`src/include/uhlc_regs.svh`:
```
// Register offsets, field positions, reset values and timing counts of the list command/status block
`ifndef UHLC_REGS_SVH
`define UHLC_REGS_SVH

`define UHLC_OFS_CTRL      8'h04
`define UHLC_OFS_CMD       8'h08
`define UHLC_OFS_INT       8'h0C
`define UHLC_RESET_VAL     32'h0000_0000
`define UHLC_ZERO32        32'h0000_0000

`define UHLC_CT_RATIO_HI   1
`define UHLC_CT_RATIO_LO   0
`define UHLC_CT_PERIODIC   2
`define UHLC_CT_ISO        3
`define UHLC_CT_CTRL       4
`define UHLC_CT_BULK       5

`define UHLC_CS_SRST       0
`define UHLC_CS_CTRL_PEND  1
`define UHLC_CS_BULK_PEND  2
`define UHLC_CS_OWNER_REQ  3
`define UHLC_CS_TALLY_LO   16
`define UHLC_CS_TALLY_HI   17

`define UHLC_IS_OVERRUN    0
`define UHLC_IS_LOW_HI     3
`define UHLC_IS_FATAL      4
`define UHLC_IS_FNO        5
`define UHLC_IS_ROOT       6
`define UHLC_IS_OWNER      30
`define UHLC_FRAME_MSB     15

`define UHLC_CLK_NS        5
`define UHLC_SRST_NS       80
`define UHLC_SRST_CYC      ((`UHLC_SRST_NS + `UHLC_CLK_NS - 1) / `UHLC_CLK_NS)

`endif

```
`src/include/uhlc_pkg.sv`:
```
// Types shared by the list command/status block
package uhlc_pkg;
    typedef enum logic [0:0] {
        UHLC_RST_IDLE = 1'b0,
        UHLC_RST_BUSY = 1'b1
    } uhlc_rst_state_t;
endpackage

```
`src/rtl/uhlc_list_cmd_status.sv`:
```
// List enables, command/status and event status logic of the USB host controller
//
// Contract
// - Control list walked only while its enable bit is one, skipped otherwise.
// - Isochronous descriptors skipped when iso enable is zero; interrupt ones still served.
// - Periodic enable sampled at frame start; zero means no periodic work that frame.
// - Serve ratio field plus one control endpoints per bulk endpoint.
// - Two-bit overrun tally increments each time overrun status becomes set, wraps.
// - Software writing one sets handover request and raises the handover event.
// - Hardware never clears the handover request; software does.
// - Bulk pending set by software or engine, cleared when bulk head processing starts.
// - Control pending set by software or engine, cleared when control head processing starts.
// - Writing one to soft reset starts reset; hardware clears it when done.
// - Handover event set whenever handover request is set.
// - Root change event set whenever root hub or port state content changes.
// - Frame overflow event set whenever frame count bit 15 toggles.
// - Fatal fault event reads zero and ignores writes.
// - Reserved bits of command/status and event status read zero.
// - Command/status and event status are all zero after reset.
`timescale 1ns/1ps
`include "uhlc_regs.svh"

module uhlc_list_cmd_status (
    // Clock and reset
    input  wire logic        clk,
    input  wire logic        reset_n,
    // Register port
    input  wire logic        regWrEn,
    input  wire logic        regRdEn,
    input  wire logic [7:0]  regAddr,
    input  wire logic [31:0] regWrData,
    output logic      [31:0] regRdData,
    output logic             regRdValid,
    // List engine
    input  wire logic        frameStart,
    input  wire logic        isoDescSeen,
    input  wire logic        ctrlEpDone,
    input  wire logic        bulkEpDone,
    input  wire logic        ctrlHeadStart,
    input  wire logic        bulkHeadStart,
    input  wire logic        engCtrlPendSet,
    input  wire logic        engBulkPendSet,
    output logic             ctrlListGo,
    output logic             bulkListGo,
    output logic             periodicFrameGo,
    output logic             isoDescServe,
    output logic             pickBulk,
    output logic             ctrlPending,
    output logic             bulkPending,
    // Soft reset
    output logic             softResetActive,
    // Event sources
    input  wire logic [3:0]  lowEventIn,
    input  wire logic [15:0] frameCount,
    input  wire logic [31:0] rootHubState,
    input  wire logic [63:0] rootPortState,
    // Handover
    output logic             ownerHandoverReq
);

    logic                      wrCtl;
    logic                      wrCmd;
    logic                      wrInt;
    logic [5:0]                ctrlReg_q,     ctrlReg_d;
    logic                      softRst_q,     softRst_d;
    logic                      ctrlPend_q,    ctrlPend_d;
    logic                      bulkPend_q,    bulkPend_d;
    logic                      ownerReq_q,    ownerReq_d;
    logic [1:0]                tally_q,       tally_d;
    logic                      ownerEvt_q,    ownerEvt_d;
    logic                      rootEvt_q,     rootEvt_d;
    logic                      fnoEvt_q,      fnoEvt_d;
    logic [3:0]                lowEvt_q,      lowEvt_d;
    logic                      fnoMsb_q,      fnoMsb_d;
    logic [31:0]               hubPrev_q,     hubPrev_d;
    logic [63:0]               portPrev_q,    portPrev_d;
    logic                      primed_q,      primed_d;
    logic                      perGo_q,       perGo_d;
    logic [2:0]                ctrlServed_q,  ctrlServed_d;
    uhlc_pkg::uhlc_rst_state_t rstState_q,    rstState_d;
    logic [4:0]                rstCnt_q,      rstCnt_d;
    logic [31:0]               rdData_q,      rdData_d;
    logic                      rdValid_q,     rdValid_d;
    logic [31:0]               ctrlView;
    logic [31:0]               cmdView;
    logic [31:0]               intView;
    logic                      rstBusy;
    logic                      rootChange;
    logic                      overrunRise;

    assign wrCtl   = regWrEn && (regAddr == `UHLC_OFS_CTRL);
    assign wrCmd   = regWrEn && (regAddr == `UHLC_OFS_CMD);
    assign wrInt   = regWrEn && (regAddr == `UHLC_OFS_INT);
    assign rstBusy = (rstState_q == uhlc_pkg::UHLC_RST_BUSY);

    // Reserved bits and the fatal fault event are simply never stored
    assign ctrlView = {26'h000_0000, ctrlReg_q};
    assign cmdView  = {14'h0000, tally_q, 12'h000, ownerReq_q, bulkPend_q, ctrlPend_q, softRst_q};
    assign intView  = {1'b0, ownerEvt_q, 23'h00_0000, rootEvt_q, fnoEvt_q, 1'b0, lowEvt_q};

    // First cycle after reset only captures state, so reset values are not seen as a change
    assign rootChange  = primed_q && ((rootHubState != hubPrev_q) || (rootPortState != portPrev_q));
    assign overrunRise = lowEventIn[`UHLC_IS_OVERRUN] && !lowEvt_q[`UHLC_IS_OVERRUN];

    // Register file, soft reset sequencer and event capture
    always_comb begin
        ctrlReg_d  = ctrlReg_q;
        softRst_d  = softRst_q;
        ctrlPend_d = ctrlPend_q;
        bulkPend_d = bulkPend_q;
        ownerReq_d = ownerReq_q;
        tally_d    = tally_q;
        ownerEvt_d = ownerEvt_q;
        rootEvt_d  = rootEvt_q;
        fnoEvt_d   = fnoEvt_q;
        lowEvt_d   = lowEvt_q;
        rstState_d = rstState_q;
        rstCnt_d   = rstCnt_q;
        if (wrCtl) begin
            ctrlReg_d = regWrData[5:0];
        end
        // Hardware set wins over a clear in the same cycle
        ctrlPend_d = (ctrlPend_q && !ctrlHeadStart) || engCtrlPendSet
                     || (wrCmd && regWrData[`UHLC_CS_CTRL_PEND]);
        bulkPend_d = (bulkPend_q && !bulkHeadStart) || engBulkPendSet
                     || (wrCmd && regWrData[`UHLC_CS_BULK_PEND]);
        // Handover request is withdrawn only by software clearing its event
        ownerReq_d = (ownerReq_q && !(wrInt && regWrData[`UHLC_IS_OWNER]))
                     || (wrCmd && regWrData[`UHLC_CS_OWNER_REQ]);
        ownerEvt_d = (ownerEvt_q && !(wrInt && regWrData[`UHLC_IS_OWNER]))
                     || (wrCmd && regWrData[`UHLC_CS_OWNER_REQ]);
        rootEvt_d  = (rootEvt_q && !(wrInt && regWrData[`UHLC_IS_ROOT])) || rootChange;
        fnoEvt_d   = (fnoEvt_q && !(wrInt && regWrData[`UHLC_IS_FNO]))
                     || (frameCount[`UHLC_FRAME_MSB] != fnoMsb_q);
        lowEvt_d   = (lowEvt_q & ~(wrInt ? regWrData[`UHLC_IS_LOW_HI:0] : 4'h0)) | lowEventIn;
        if (overrunRise) begin
            tally_d = tally_q + 2'h1;
        end
        case (rstState_q)
            uhlc_pkg::UHLC_RST_IDLE: begin
                if (wrCmd && regWrData[`UHLC_CS_SRST]) begin
                    softRst_d  = 1'b1;
                    rstState_d = uhlc_pkg::UHLC_RST_BUSY;
                    rstCnt_d   = 5'h00;
                end
            end
            uhlc_pkg::UHLC_RST_BUSY: begin
                // Reset dominates all other updates except the handover request and event while it runs
                ctrlReg_d  = 6'h00;
                ctrlPend_d = 1'b0;
                bulkPend_d = 1'b0;
                tally_d    = 2'h0;
                rootEvt_d  = 1'b0;
                fnoEvt_d   = 1'b0;
                lowEvt_d   = 4'h0;
                rstCnt_d   = rstCnt_q + 5'h01;
                if (rstCnt_q == 5'(`UHLC_SRST_CYC - 1)) begin
                    softRst_d  = 1'b0;
                    rstState_d = uhlc_pkg::UHLC_RST_IDLE;
                end
            end
            default: begin
                rstState_d = uhlc_pkg::UHLC_RST_IDLE;
            end
        endcase
    end

    always_ff @(posedge clk or negedge reset_n) begin
        if (!reset_n) begin
            ctrlReg_q  <= 6'h00;
            softRst_q  <= 1'b0;
            ctrlPend_q <= 1'b0;
            bulkPend_q <= 1'b0;
            ownerReq_q <= 1'b0;
            tally_q    <= 2'h0;
            ownerEvt_q <= 1'b0;
            rootEvt_q  <= 1'b0;
            fnoEvt_q   <= 1'b0;
            lowEvt_q   <= 4'h0;
            rstState_q <= uhlc_pkg::UHLC_RST_IDLE;
            rstCnt_q   <= 5'h00;
        end else begin
            ctrlReg_q  <= ctrlReg_d;
            softRst_q  <= softRst_d;
            ctrlPend_q <= ctrlPend_d;
            bulkPend_q <= bulkPend_d;
            ownerReq_q <= ownerReq_d;
            tally_q    <= tally_d;
            ownerEvt_q <= ownerEvt_d;
            rootEvt_q  <= rootEvt_d;
            fnoEvt_q   <= fnoEvt_d;
            lowEvt_q   <= lowEvt_d;
            rstState_q <= rstState_d;
            rstCnt_q   <= rstCnt_d;
        end
    end

    // Change detectors, list scheduling and read port
    always_comb begin
        fnoMsb_d     = frameCount[`UHLC_FRAME_MSB];
        hubPrev_d    = rootHubState;
        portPrev_d   = rootPortState;
        primed_d     = 1'b1;
        perGo_d      = perGo_q;
        ctrlServed_d = ctrlServed_q;
        rdValid_d    = regRdEn;
        rdData_d     = rdData_q;
        if (frameStart) begin
            perGo_d = ctrlReg_q[`UHLC_CT_PERIODIC] && !rstBusy;
        end
        if (bulkEpDone) begin
            ctrlServed_d = 3'h0;
        end else if (ctrlEpDone && (ctrlServed_q != 3'h7)) begin
            ctrlServed_d = ctrlServed_q + 3'h1;
        end
        if (regRdEn) begin
            case (regAddr)
                `UHLC_OFS_CTRL: rdData_d = ctrlView;
                `UHLC_OFS_CMD:  rdData_d = cmdView;
                `UHLC_OFS_INT:  rdData_d = intView;
                default:        rdData_d = `UHLC_ZERO32;
            endcase
        end
    end

    always_ff @(posedge clk or negedge reset_n) begin
        if (!reset_n) begin
            fnoMsb_q     <= 1'b0;
            hubPrev_q    <= 32'h0000_0000;
            portPrev_q   <= 64'h0000_0000_0000_0000;
            primed_q     <= 1'b0;
            perGo_q      <= 1'b0;
            ctrlServed_q <= 3'h0;
            rdValid_q    <= 1'b0;
            rdData_q     <= `UHLC_ZERO32;
        end else begin
            fnoMsb_q     <= fnoMsb_d;
            hubPrev_q    <= hubPrev_d;
            portPrev_q   <= portPrev_d;
            primed_q     <= primed_d;
            perGo_q      <= perGo_d;
            ctrlServed_q <= ctrlServed_d;
            rdValid_q    <= rdValid_d;
            rdData_q     <= rdData_d;
        end
    end

    assign ctrlListGo       = ctrlReg_q[`UHLC_CT_CTRL] && !rstBusy;
    assign bulkListGo       = ctrlReg_q[`UHLC_CT_BULK] && !rstBusy;
    assign periodicFrameGo  = perGo_q;
    assign isoDescServe     = isoDescSeen && perGo_q && ctrlReg_q[`UHLC_CT_ISO];
    // Bulk gets its turn once ratio plus one control endpoints were served
    assign pickBulk         = ctrlServed_q > {1'b0, ctrlReg_q[`UHLC_CT_RATIO_HI:`UHLC_CT_RATIO_LO]};
    assign ctrlPending      = ctrlPend_q;
    assign bulkPending      = bulkPend_q;
    assign softResetActive  = softRst_q;
    assign ownerHandoverReq = ownerReq_q;
    assign regRdData        = rdData_q;
    assign regRdValid       = rdValid_q;
endmodule // uhlc_list_cmd_status

```
`config.mk`:
```
export PLATFORM = sky130hd
export DESIGN_NAME = uhlc_list_cmd_status
export DESIGN_NICKNAME = d
export VERILOG_FILES = /design/src/include/uhlc_pkg.sv /design/src/rtl/uhlc_list_cmd_status.sv
export VERILOG_INCLUDE_DIRS = /design/src /design/src/include
export SDC_FILE = /design/constraint.sdc
export NUM_CORES = 1
export LEC_CHECK = 0
export ABC_AREA = 1
export BUFFER_PORTS_ARGS = -buffer_cell sky130_fd_sc_hd__clkbuf_2
export CORE_UTILIZATION = 45
export CTS_BUF_LIST = sky130_fd_sc_hd__clkbuf_4 sky130_fd_sc_hd__clkbuf_8
export CTS_CLUSTER_SIZE = 30
export DETAILED_ROUTE_END_ITERATION = 10
export PLACE_DENSITY_LB_ADDON = 0.25
export SETUP_SLACK_MARGIN = 0.4
export SLEW_MARGIN = 10
export SYNTH_ARGS = -nofsm -noshare
export SYNTH_HDL_FRONTEND = slang
export SYNTH_SLANG_ARGS = --single-unit
```
`constraint.sdc`:
```
create_clock -name clk -period 1.55 [get_ports clk]
set_input_delay 0.155 -clock clk [delete_from_list [all_inputs] [get_ports clk]]
set_output_delay 0.155 -clock clk [all_outputs]
set_load 0.05 [all_outputs]
```
* After elaboration in Yosys (flattened, before gate mapping)
Cells that the tools add are included.
** Storage, ports and cells
- Word-level logic and storage cells :: 103
- Input port bits :: 168
- Output and inout bits :: 42
- Bits in registers :: 160
** Cells by class
- Bitwise logic cells :: 4
- Reductions and logical operators :: 44
- Equal/unequal tests :: 10
- Add/sub/neg operators :: 3
- $lt $le $gt $ge :: 1
- Muxes and demuxes :: 21
** Operator list (count)
- $pmux W31 S3 :: 1
- $ne A64 B64 Y1 :: 1
- $ne A32 B32 Y1 :: 1
- $logic_and A1 B1 Y1 :: 24
- $eq A8 B4 Y1 const B :: 2
- $mux W6 :: 2
- $pmux W5 S2 :: 1
- $logic_or A1 B1 Y1 :: 9
- $eq A8 B3 Y1 const B :: 1
- $mux W1 :: 8
- $mux W4 :: 2
- $logic_not A1 Y1 :: 7
- $mux W3 :: 2
- $reduce_bool A2 Y1 :: 3
- $add A5 B1 Y5 const B :: 1
- $eq A5 B4 Y1 const B :: 1
- $mux W5 :: 1
- $and A4 B4 Y4 :: 1
- $mux W2 :: 2
- $not A4 Y4 :: 1
- $or A4 B4 Y4 :: 1
- $pmux W1 S2 :: 2
- $add A3 B1 Y3 const B :: 1
- $gt A3 B2 Y1 :: 1
- 7 further kinds :: 7

* Longest topological paths before layout
Gate-level depths: netlist (run 1).
- Depth in word-level cells :: 7
- Depth in mapped cells :: 11
- Depth with buffers taken out :: 11

* Least setup slack after synthesis (run 1)
No wires, ideal clock.
- Path kind :: register -> output
- Start point :: register perGo_q, in the netlist periodicFrameGo
- End point :: output port isoDescServe
- Data required time :: 1.395 ns
- Arrival :: 1.383 ns
- Stages on the path, launching flop included :: 3
- Buffers on the path :: 0
- Setup slack :: 0.012 ns
- Cell sequence :: dfrtp_1 > inv_1 > nor2_1
** Between the ends
- Cells in the longest elaborated chain, start to end :: 2
** Ends and longest elaborated chain
- start, declared :: RTL line uhlc_list_cmd_status.sv:78 : logic perGo_q, perGo_d;
- start signal, assigned :: RTL line uhlc_list_cmd_status.sv:241 : perGo_q <= perGo_d;
- $logic_and A1 B1 Y1 (2 in series) :: RTL line uhlc_list_cmd_status.sv:251 : assign isoDescServe = isoDescSeen && perGo_q && ctrlReg_q[`UHLC_CT_ISO];
- end, declared :: RTL line uhlc_list_cmd_status.sv:46 : output logic isoDescServe,
Every way passes these cells.

* Worst setup path in the final report (run 1)
- Start point :: register ctrlServed_q[1]
- End point :: output port pickBulk
** Between the ends
- Cells in the longest elaborated chain, start to end :: 1
** Ends and longest elaborated chain
- start, declared :: RTL line uhlc_list_cmd_status.sv:79 : logic [2:0] ctrlServed_q, ctrlServed_d;
- start signal, assigned :: RTL line uhlc_list_cmd_status.sv:242 : ctrlServed_q <= ctrlServed_d;
- $gt A3 B2 Y1 :: RTL line uhlc_list_cmd_status.sv:253 : assign pickBulk = ctrlServed_q > {1'b0, ctrlReg_q[`UHLC_CT_RATIO_HI:`UHLC_CT_RATIO_LO]};
- end, declared :: RTL line uhlc_list_cmd_status.sv:47 : output logic pickBulk,
Every way passes these cells.

==> results of run 1 <==
==> flip-flops by register name, summed over array words and instances, names as in the netlist <==
signal            flops
ctrlServed_q          3
portPrev_q           64
periodicFrameGo       1
softResetActive       1
fnoEvt_q              1
ctrlReg_q             6
rootEvt_q             1
ownerHandoverReq      1
ownerEvt_q            1
ctrlPending           1
regRdData            10
fnoMsb_q              1
tally_q               2
rstBusy               1
hubPrev_q            32
lowEvt_q              4
bulkPending           1
regRdValid            1
primed_q              1
rstCnt_q              5
==> stage by stage <==
stage                     hold WS (ns)  TNS (ns)
after floorplan                 -0.141         0
after global placement          0.0433         0
after detailed placement        0.0430         0
after CTS                     0.000197    -0.232
after global routing           0.00724    -0.245
final                           0.0181    -0.163
==> worst paths after layout <==
| path | startpoint | end | cells past startpoint |
|---|---|---|---|
| min in group asynchronous | reset_n | portPrev_q[12] | 2 |
| hold / removal | bulkHeadStart | bulkPending | 4 |
| setup / recovery | ctrlServed_q[1] | pickBulk | 6 |
| max in group asynchronous | reset_n | portPrev_q[33] | 3 |
| setup reg to reg | ctrlServed_q[1] | ctrlServed_q[2] | 8 |
| hold reg to reg | rstCnt_q[3] | rstCnt_q[3] | 1 |
==> tightest hold or removal path, stage by stage <==
cell and delay [ns]:
clkbuf_2 0.08, nor2_1 0.03, nor2_1 0.08, a21oi_1 0.08
==> repair_timing <==
action | CTS | global route
resized for setup | 60 | 59
setup buffers | 12 | 16
pin swaps | 15 | 39
hold buffers | 113 | 0
endpoints found under the setup margin | 32 | 37
hold endpoints to repair | 256 | 0
==> synth_stat cells (3+ instances only) <==
| cell type | n |
|---|---|
| nand3_1 | 13 |
| o21ai_1 | 5 |
| inv_2 | 3 |
| o21ai_0 | 20 |
| xor2_1 | 29 |
| inv_1 | 145 |
| o31ai_1 | 3 |
| o22ai_1 | 3 |
| buf_4 | 22 |
| o21ai_2 | 3 |
| dfrtp_1 | 138 |
| ha_1 | 6 |
| a21oi_1 | 15 |
| nand2_1 | 208 |
| nor2_1 | 142 |
==> logic make-up after synthesis <==
logic type	after synthesis
and+or+nand+nor	376
buffers and inverters	173
DFF	138
AOI/OAI and AO/OA	51
xor gates and xnor gates	30
adders and majority gates	6
other	2
==> report_power, final <==
group,internal [mW],switching [mW]
clock,1.47,1.27
combinational,0.640,0.752
sequential,3.80,0.103
==> metal layers <==
layer  vias to the layer above  GRT usage [%]  wire (um)
li1                       2895              -          -
met2                       131           35.6       7360
met3                        16           6.51        763
met1                      2511           24.3       6200
met5                         -              0          0
met4                         0           7.48        232
==> cell usage in the layout (no fill, tap or decap), drive strengths merged, types with 13 or more instances in the layout <==
| cell type | n |
|---|---|
| conb | 23 |
| xor2 | 29 |
| a21oi | 15 |
| nor2 | 145 |
| dfrtp | 138 |
| nand3 | 13 |
| buf | 60 |
| inv | 146 |
| o21ai | 28 |
| nand2 | 211 |
| clkbuf | 152 |
| dlygate4sd3 | 113 |
==> cell type report <==
type                    count  area (um^2)  share of cell area (%)
flip-flops and latches    138         3450                    36.5
multi-input cells         486         2450                    25.9
repair buffers            299         2420                    25.6
inverters                 148          563                    5.95
clock buffers              26          320                    3.38
well taps                 176          220                    2.33
clock inverters             3         40.0                   0.423
==> results.sh, run 1 <==
export IMPL_overflow=0
export IMPL_clk_pin_slew_worst_paths_ns=0.07
export IMPL_drt_initial_drc_count=260
export IMPL_io_buffers=148
export IMPL_ios=210
export IMPL_synth_simple_area_share_pct=23.9
export IMPL_p_leak_nw=5.16
export IMPL_start_kind="flip-flop"
export IMPL_path_class="flip-flop to output port"
export IMPL_r2r_slack_ns=0.12
export IMPL_crit_chain="ha_4 > inv_2 > nor2_1 > o21ai_1 > nand2_2 > buf_8"
export IMPL_synth_edf_count=0
export IMPL_root_buffer="clkbuf_8"
export IMPL_clock_sinks=138
export IMPL_fin_area_mm2=0.00947
export IMPL_pre_cts_ws_ns=0.136
export IMPL_antenna_cells=0
export IMPL_drt_first_pass_iters=4
export IMPL_yosysTopAreaCell="dfrtp_1"
export IMPL_skew_ns=0.00625
export IMPL_drv_cap=0
export IMPL_place_area_mm2=0.00734
export IMPL_cpLargestDelayFamily="flip-flops"
export IMPL_synth_cell_types=32
export IMPL_rows=42
export IMPL_antenna_found_initial=0
export IMPL_gp_congestion=0.811
export IMPL_hold_class="primary input to flip-flop"
export IMPL_crit_path_top_delay_cell="dfrtp_1"
export IMPL_syn_inst=776
export IMPL_finalHoldViolations=0
export IMPL_fin_cells=1276
export IMPL_rsz0062_at_grt="true"
export IMPL_clockBufferDepth=2
export IMPL_drive_gt1_share_pct=24.5
export IMPL_synth_top_family_by_area="simple AND/OR/NAND/NOR gates"
export IMPL_netlist_area_leader_share_pct=54.5
export IMPL_slew_viol_final=0
export IMPL_synth_area_leaders="dfrtp_1 (54%), nand2_1 (12%), inv_1 (8.6%)"
export IMPL_synth_compound_area_share_pct=4.62
export IMPL_worstSetupEndpointType="output port"
export IMPL_drc=0
export IMPL_start_util_pct=46.9
export IMPL_synthArstFlopShare_pct=100
export IMPL_nets=1264
export IMPL_grt_usage_pct=20.7
export IMPL_nFillCells=1025
export IMPL_synth_xor_area_share_pct=4.15
export IMPL_htreeDepth=4
export IMPL_p_total_mw=8.05
export IMPL_violations="negative setup slack"
export IMPL_first_global_vias=5486
export IMPL_grt_pass1_wl_um=23500
export IMPL_max_stage_delay_ns=0.42
export IMPL_syn2layout_area_growth_pct=49.4
export IMPL_place_hpwl_um=9490
export IMPL_synth_seq_cells=138
export IMPL_yosysWarnings=0
export IMPL_cp_max_fo=2
export IMPL_ant_nets=0
export IMPL_crit_arrival_ns=1.56
export IMPL_ir_drop_v=0.000680
export IMPL_viasPerCell=4.35
export IMPL_utilization_pct=70.1
export IMPL_setup_viol=1
export IMPL_clock_latency_ns=0.43
export IMPL_cts_tree="done"
export IMPL_synthAdderAreaFrac_pct=1.18
export IMPL_synthFlopType="dfrtp_1"
export IMPL_wire_per_inst_um=11.4
export IMPL_die_w_um=121
export IMPL_powerDensity_mw_per_mm2=850
export IMPL_synthMuxAreaShare_pct=0
export IMPL_cp_data_required_time_ns=1.39
export IMPL_numCtsBuffers=17
export IMPL_core_area_mm2=0.0135
export IMPL_layout_min_cycle_time_ns=1.71
export IMPL_die_area_mm2=0.0146
export IMPL_avgSynthCellArea_um2=8.17
export IMPL_ys_seq_area_share_pct=54.5
export IMPL_syn_area_mm2=0.00634
export IMPL_fin_crit_sh_pct=111
export IMPL_clock_fmax_ghz=0.584
export IMPL_fp_dieH_um=121
export IMPL_via_count=5553
export IMPL_placed_cells=1106
export IMPL_cp_buffers_inverters=2
export IMPL_routed_wl_um=14600
export IMPL_status="complete, but fails checks"
export IMPL_setup_ws_ns=-0.163
export IMPL_grt_max_degree=39
Note: power is estimated with default switching activity, not from simulation.
==> run 2: changes to the inputs <==
Settings changed: ABC_AREA 1 to unset.
==> run 2 against run 1 <==
  * The run still ends with negative setup slack left
  * Flip-flop and latch count is the same
  * Largest power group unchanged
  * Register-to-register slack worse by 0.18 ns
  * First-iteration DRC count fell by 55%
  * Core utilization rose by 3.4 points
  * Wire length shrank 5.9%
  * Global-route usage up 1.9 points
  * Final cell count fell by 27%
  * Via count is 21% lower
  * Highest routed layer unchanged
  * Sequential power increased by 3%
  * Worst setup slack worse by 0.11 ns
  * Synthesized area fell by 12%
  * Clock skew increased by 0.0017 ns
==> results.sh, run 2 <==
export IMPL_drv_cap=0
export IMPL_nFillCells=810
export IMPL_yosysTopAreaCell="dfrtp_1"
export IMPL_placed_cells=764
export IMPL_p_int_mw=6.82
export IMPL_cpLargestDelayFamily="flip-flops"
export IMPL_clk_pin_slew_worst_paths_ns=0.08
export IMPL_max_stage_delay_ns=0.40
export IMPL_crit_path_top_delay_cell="dfrtp_1"
export IMPL_first_global_vias=4710
export IMPL_fp_dieH_um=114
export IMPL_antenna_cells=0
export IMPL_routed_wl_um=13700
export IMPL_die_area_mm2=0.0129
export IMPL_slew_viol_final=0
export IMPL_ys_seq_area_share_pct=61.7
export IMPL_fin_cells=935
export IMPL_status="complete, but fails checks"
export IMPL_synth_compound_area_share_pct=4.14
export IMPL_top_register="portPrev_q"
export IMPL_synth_cell_types=38
export IMPL_synthAdderAreaFrac_pct=1.34
export IMPL_powerDensity_mw_per_mm2=1030
export IMPL_pre_cts_ws_ns=-0.348
export IMPL_yosysWarnings=0
export IMPL_io_buffers=148
export IMPL_synth_edf_count=0
export IMPL_die_w_um=114
export IMPL_drt_initial_drc_count=116
export IMPL_synthArstFlopShare_pct=100
export IMPL_ant_nets=0
export IMPL_root_buffer="clkbuf_8"
export IMPL_hold_class="primary input to flip-flop"
export IMPL_syn2layout_area_growth_pct=58.4
export IMPL_synth_area_leaders="dfrtp_1 (62%), xor2_1 (15%), buf_4 (3.0%)"
export IMPL_finalHoldViolations=0
export IMPL_grt_max_degree=44
export IMPL_crit_chain="inv_2 > ha_4 > a21oi_2 > a21oi_1 > or2_4 > buf_8"
export IMPL_synthFlopType="dfrtp_1"
export IMPL_fin_crit_sh_pct=118
export IMPL_cp_data_required_time_ns=1.39
export IMPL_drive_gt1_share_pct=34.3
export IMPL_synth_top_family_by_area="XOR/XNOR gates"
export IMPL_netlist_area_leader_share_pct=61.7
export IMPL_setup_viol=2
export IMPL_largest_reg_flops=64
export IMPL_r2r_slack_ns=-0.06
export IMPL_overflow=0
export IMPL_crit_arrival_ns=1.67
export IMPL_cp_max_fo=2
export IMPL_drt_first_pass_iters=4
export IMPL_clockBufferDepth=2
export IMPL_cts_tree="done"
export IMPL_p_sw_share_pct=25.0
export IMPL_syn_area_mm2=0.00560
export IMPL_synth_most_common_cell="dfrtp_1"
export IMPL_pwr_share_seq_pct=44.2
export IMPL_path_class="flip-flop to output port"
export IMPL_syn_inst=441
export IMPL_rsz0062_at_grt="true"
export IMPL_drc=0
export IMPL_layout_commonest_cell="dfrtp_1"
export IMPL_utilization_pct=73.5
export IMPL_ir_drop_v=0.00104
export IMPL_synth_simple_area_share_pct=9.70
export IMPL_start_util_pct=46.4
export IMPL_grt_pass1_wl_um=22000
export IMPL_place_hpwl_um=8370
export IMPL_violations="negative setup slack"
export IMPL_skew_ns=0.00798
export IMPL_antenna_found_initial=0
export IMPL_rows=40
export IMPL_synthMuxAreaShare_pct=2.35
export IMPL_tns_ns=-0.338
export IMPL_pwr_share_clk_pct=39.1
export IMPL_worstSetupEndpointType="output port"
export IMPL_start_kind="flip-flop"
export IMPL_synth_seq_cells=138
export IMPL_via_count=4381
export IMPL_gp_congestion=0.807
export IMPL_layout_common_cells="dfrtp_1 (136), clkbuf_2 (126), dlygate4sd3_1 (115), xor2_1 (99), buf_4 (32)"
export IMPL_p_leak_nw=4.23
export IMPL_hold_ws_ns=0.0538
export IMPL_wire_per_inst_um=14.7
export IMPL_avgSynthCellArea_um2=12.7
export IMPL_nets=929
export IMPL_grt_usage_pct=22.6
export IMPL_cp_buffers_inverters=2
export IMPL_ios=210
export IMPL_clock_fmax_ghz=0.548
export IMPL_synthTopCellsByCount="dfrtp_1 (138), xor2_1 (99), nor4_1 (25), nor2_1 (24), buf_4 (22)"
export IMPL_clock_latency_ns=0.44
export IMPL_setup_ws_ns=-0.275
export IMPL_combPwrFrac_pct=16.6
export IMPL_numCtsBuffers=17
export IMPL_layout_min_cycle_time_ns=1.83
export IMPL_synth_xor_area_share_pct=15.8
export IMPL_p_switching_mw=2.28
export IMPL_htreeDepth=4
export IMPL_clock_sinks=138
export IMPL_core_area_mm2=0.0121
export IMPL_viasPerCell=4.69
-- run 2: cell types whose count changed in the layout (fill, tap and decap cells not counted), moves of 10 or more --
cell and change:
nand2_1 -183, inv_1 -121, nor2_1 -110, xor2_1 +70, nor4_1 +15, mux2i_1 +12
o21ai_0 -10
-- run 2: area by class of cell --
class                      count  area [um^2]  share of cell area (%)
sequential                   138         3460                    39.0
tap                          168          210                    2.37
timing repair buffer         301         2460                    27.7
multi-input combinational    277         2170                    24.5
clock inverter                11          215                    2.43
inverter                      20         78.8                   0.889
clock buffer                  20          275                    3.11
-- run 2: kinds of logic (layout without fill, tap and decap cells) --
kind of cell               Yosys count  count (layout)
DFF                                138             138
xor gates and xnor gates           101             101
and+or+nand+nor                     96              96
buffers and inverters               47             352
AOI/OAI and AO/OA                   38              38
muxes                               13              13
adders and majority gates            6               6
other                                2              23
-- run 2: per-stage QoR --
step	power [mW]	cell area (um^2)
after global placement	5.07	6620
after floorplan	4.71	5730
after global routing	9.47	8860
after CTS	9.11	8670
after detailed placement	5.13	6620
final	9.09	8860
-- run 2: power by group through the flow --
stage | Sequential, mW | Combinational (mW) | Clock [mW]
after floorplan | 4.08 | 0.628 | 0
after global placement | 4.07 | 0.999 | 0
after detailed placement | 4.09 | 1.04 | 0
after CTS | 4.01 | 1.45 | 3.64
after global routing | 4.05 | 1.66 | 3.76
final | 4.02 | 1.51 | 3.56
-- run 2: tightest hold or removal path, cell delays in order --
cell      delay [ns]
clkbuf_2        0.15
mux2i_1         0.08
nor2_1          0.08
-- run 2: layer usage --
metal	track usage, %	part of all wire [%]	up-vias
met3	8.40	7.4	23
met1	25.2	39	2139
met4	10.4	2.0	0
li1	-	-	2063
met5	0	0	-
met2	38.6	52	156
-- run 2: path summary, 6_finish.rpt --
kind | startpoint | end | cells after the start
min in group asynchronous | reset_n | portPrev_q[28] | 2
max in group asynchronous | reset_n | portPrev_q[27] | 3
setup / recovery | ctrlReg_q[1] | pickBulk | 6
setup reg to reg | portPrev_q[57] | rootEvt_q | 5
hold reg to reg | ownerEvt_q | ownerEvt_q | 2
hold / removal | regWrData[0] | ctrlReg_q[0] | 3
-- run 2: what timing repair did --
action / in CTS / in global routing
setup endpoints to repair: 27 / 34
setup buffers: 16 / 9
cloned: 0 / 0
hold buffers: 115 / 0
endpoints found under the hold margin: 240 / 0
pin swaps: 10 / 22
gates resized for setup: 57 / 39
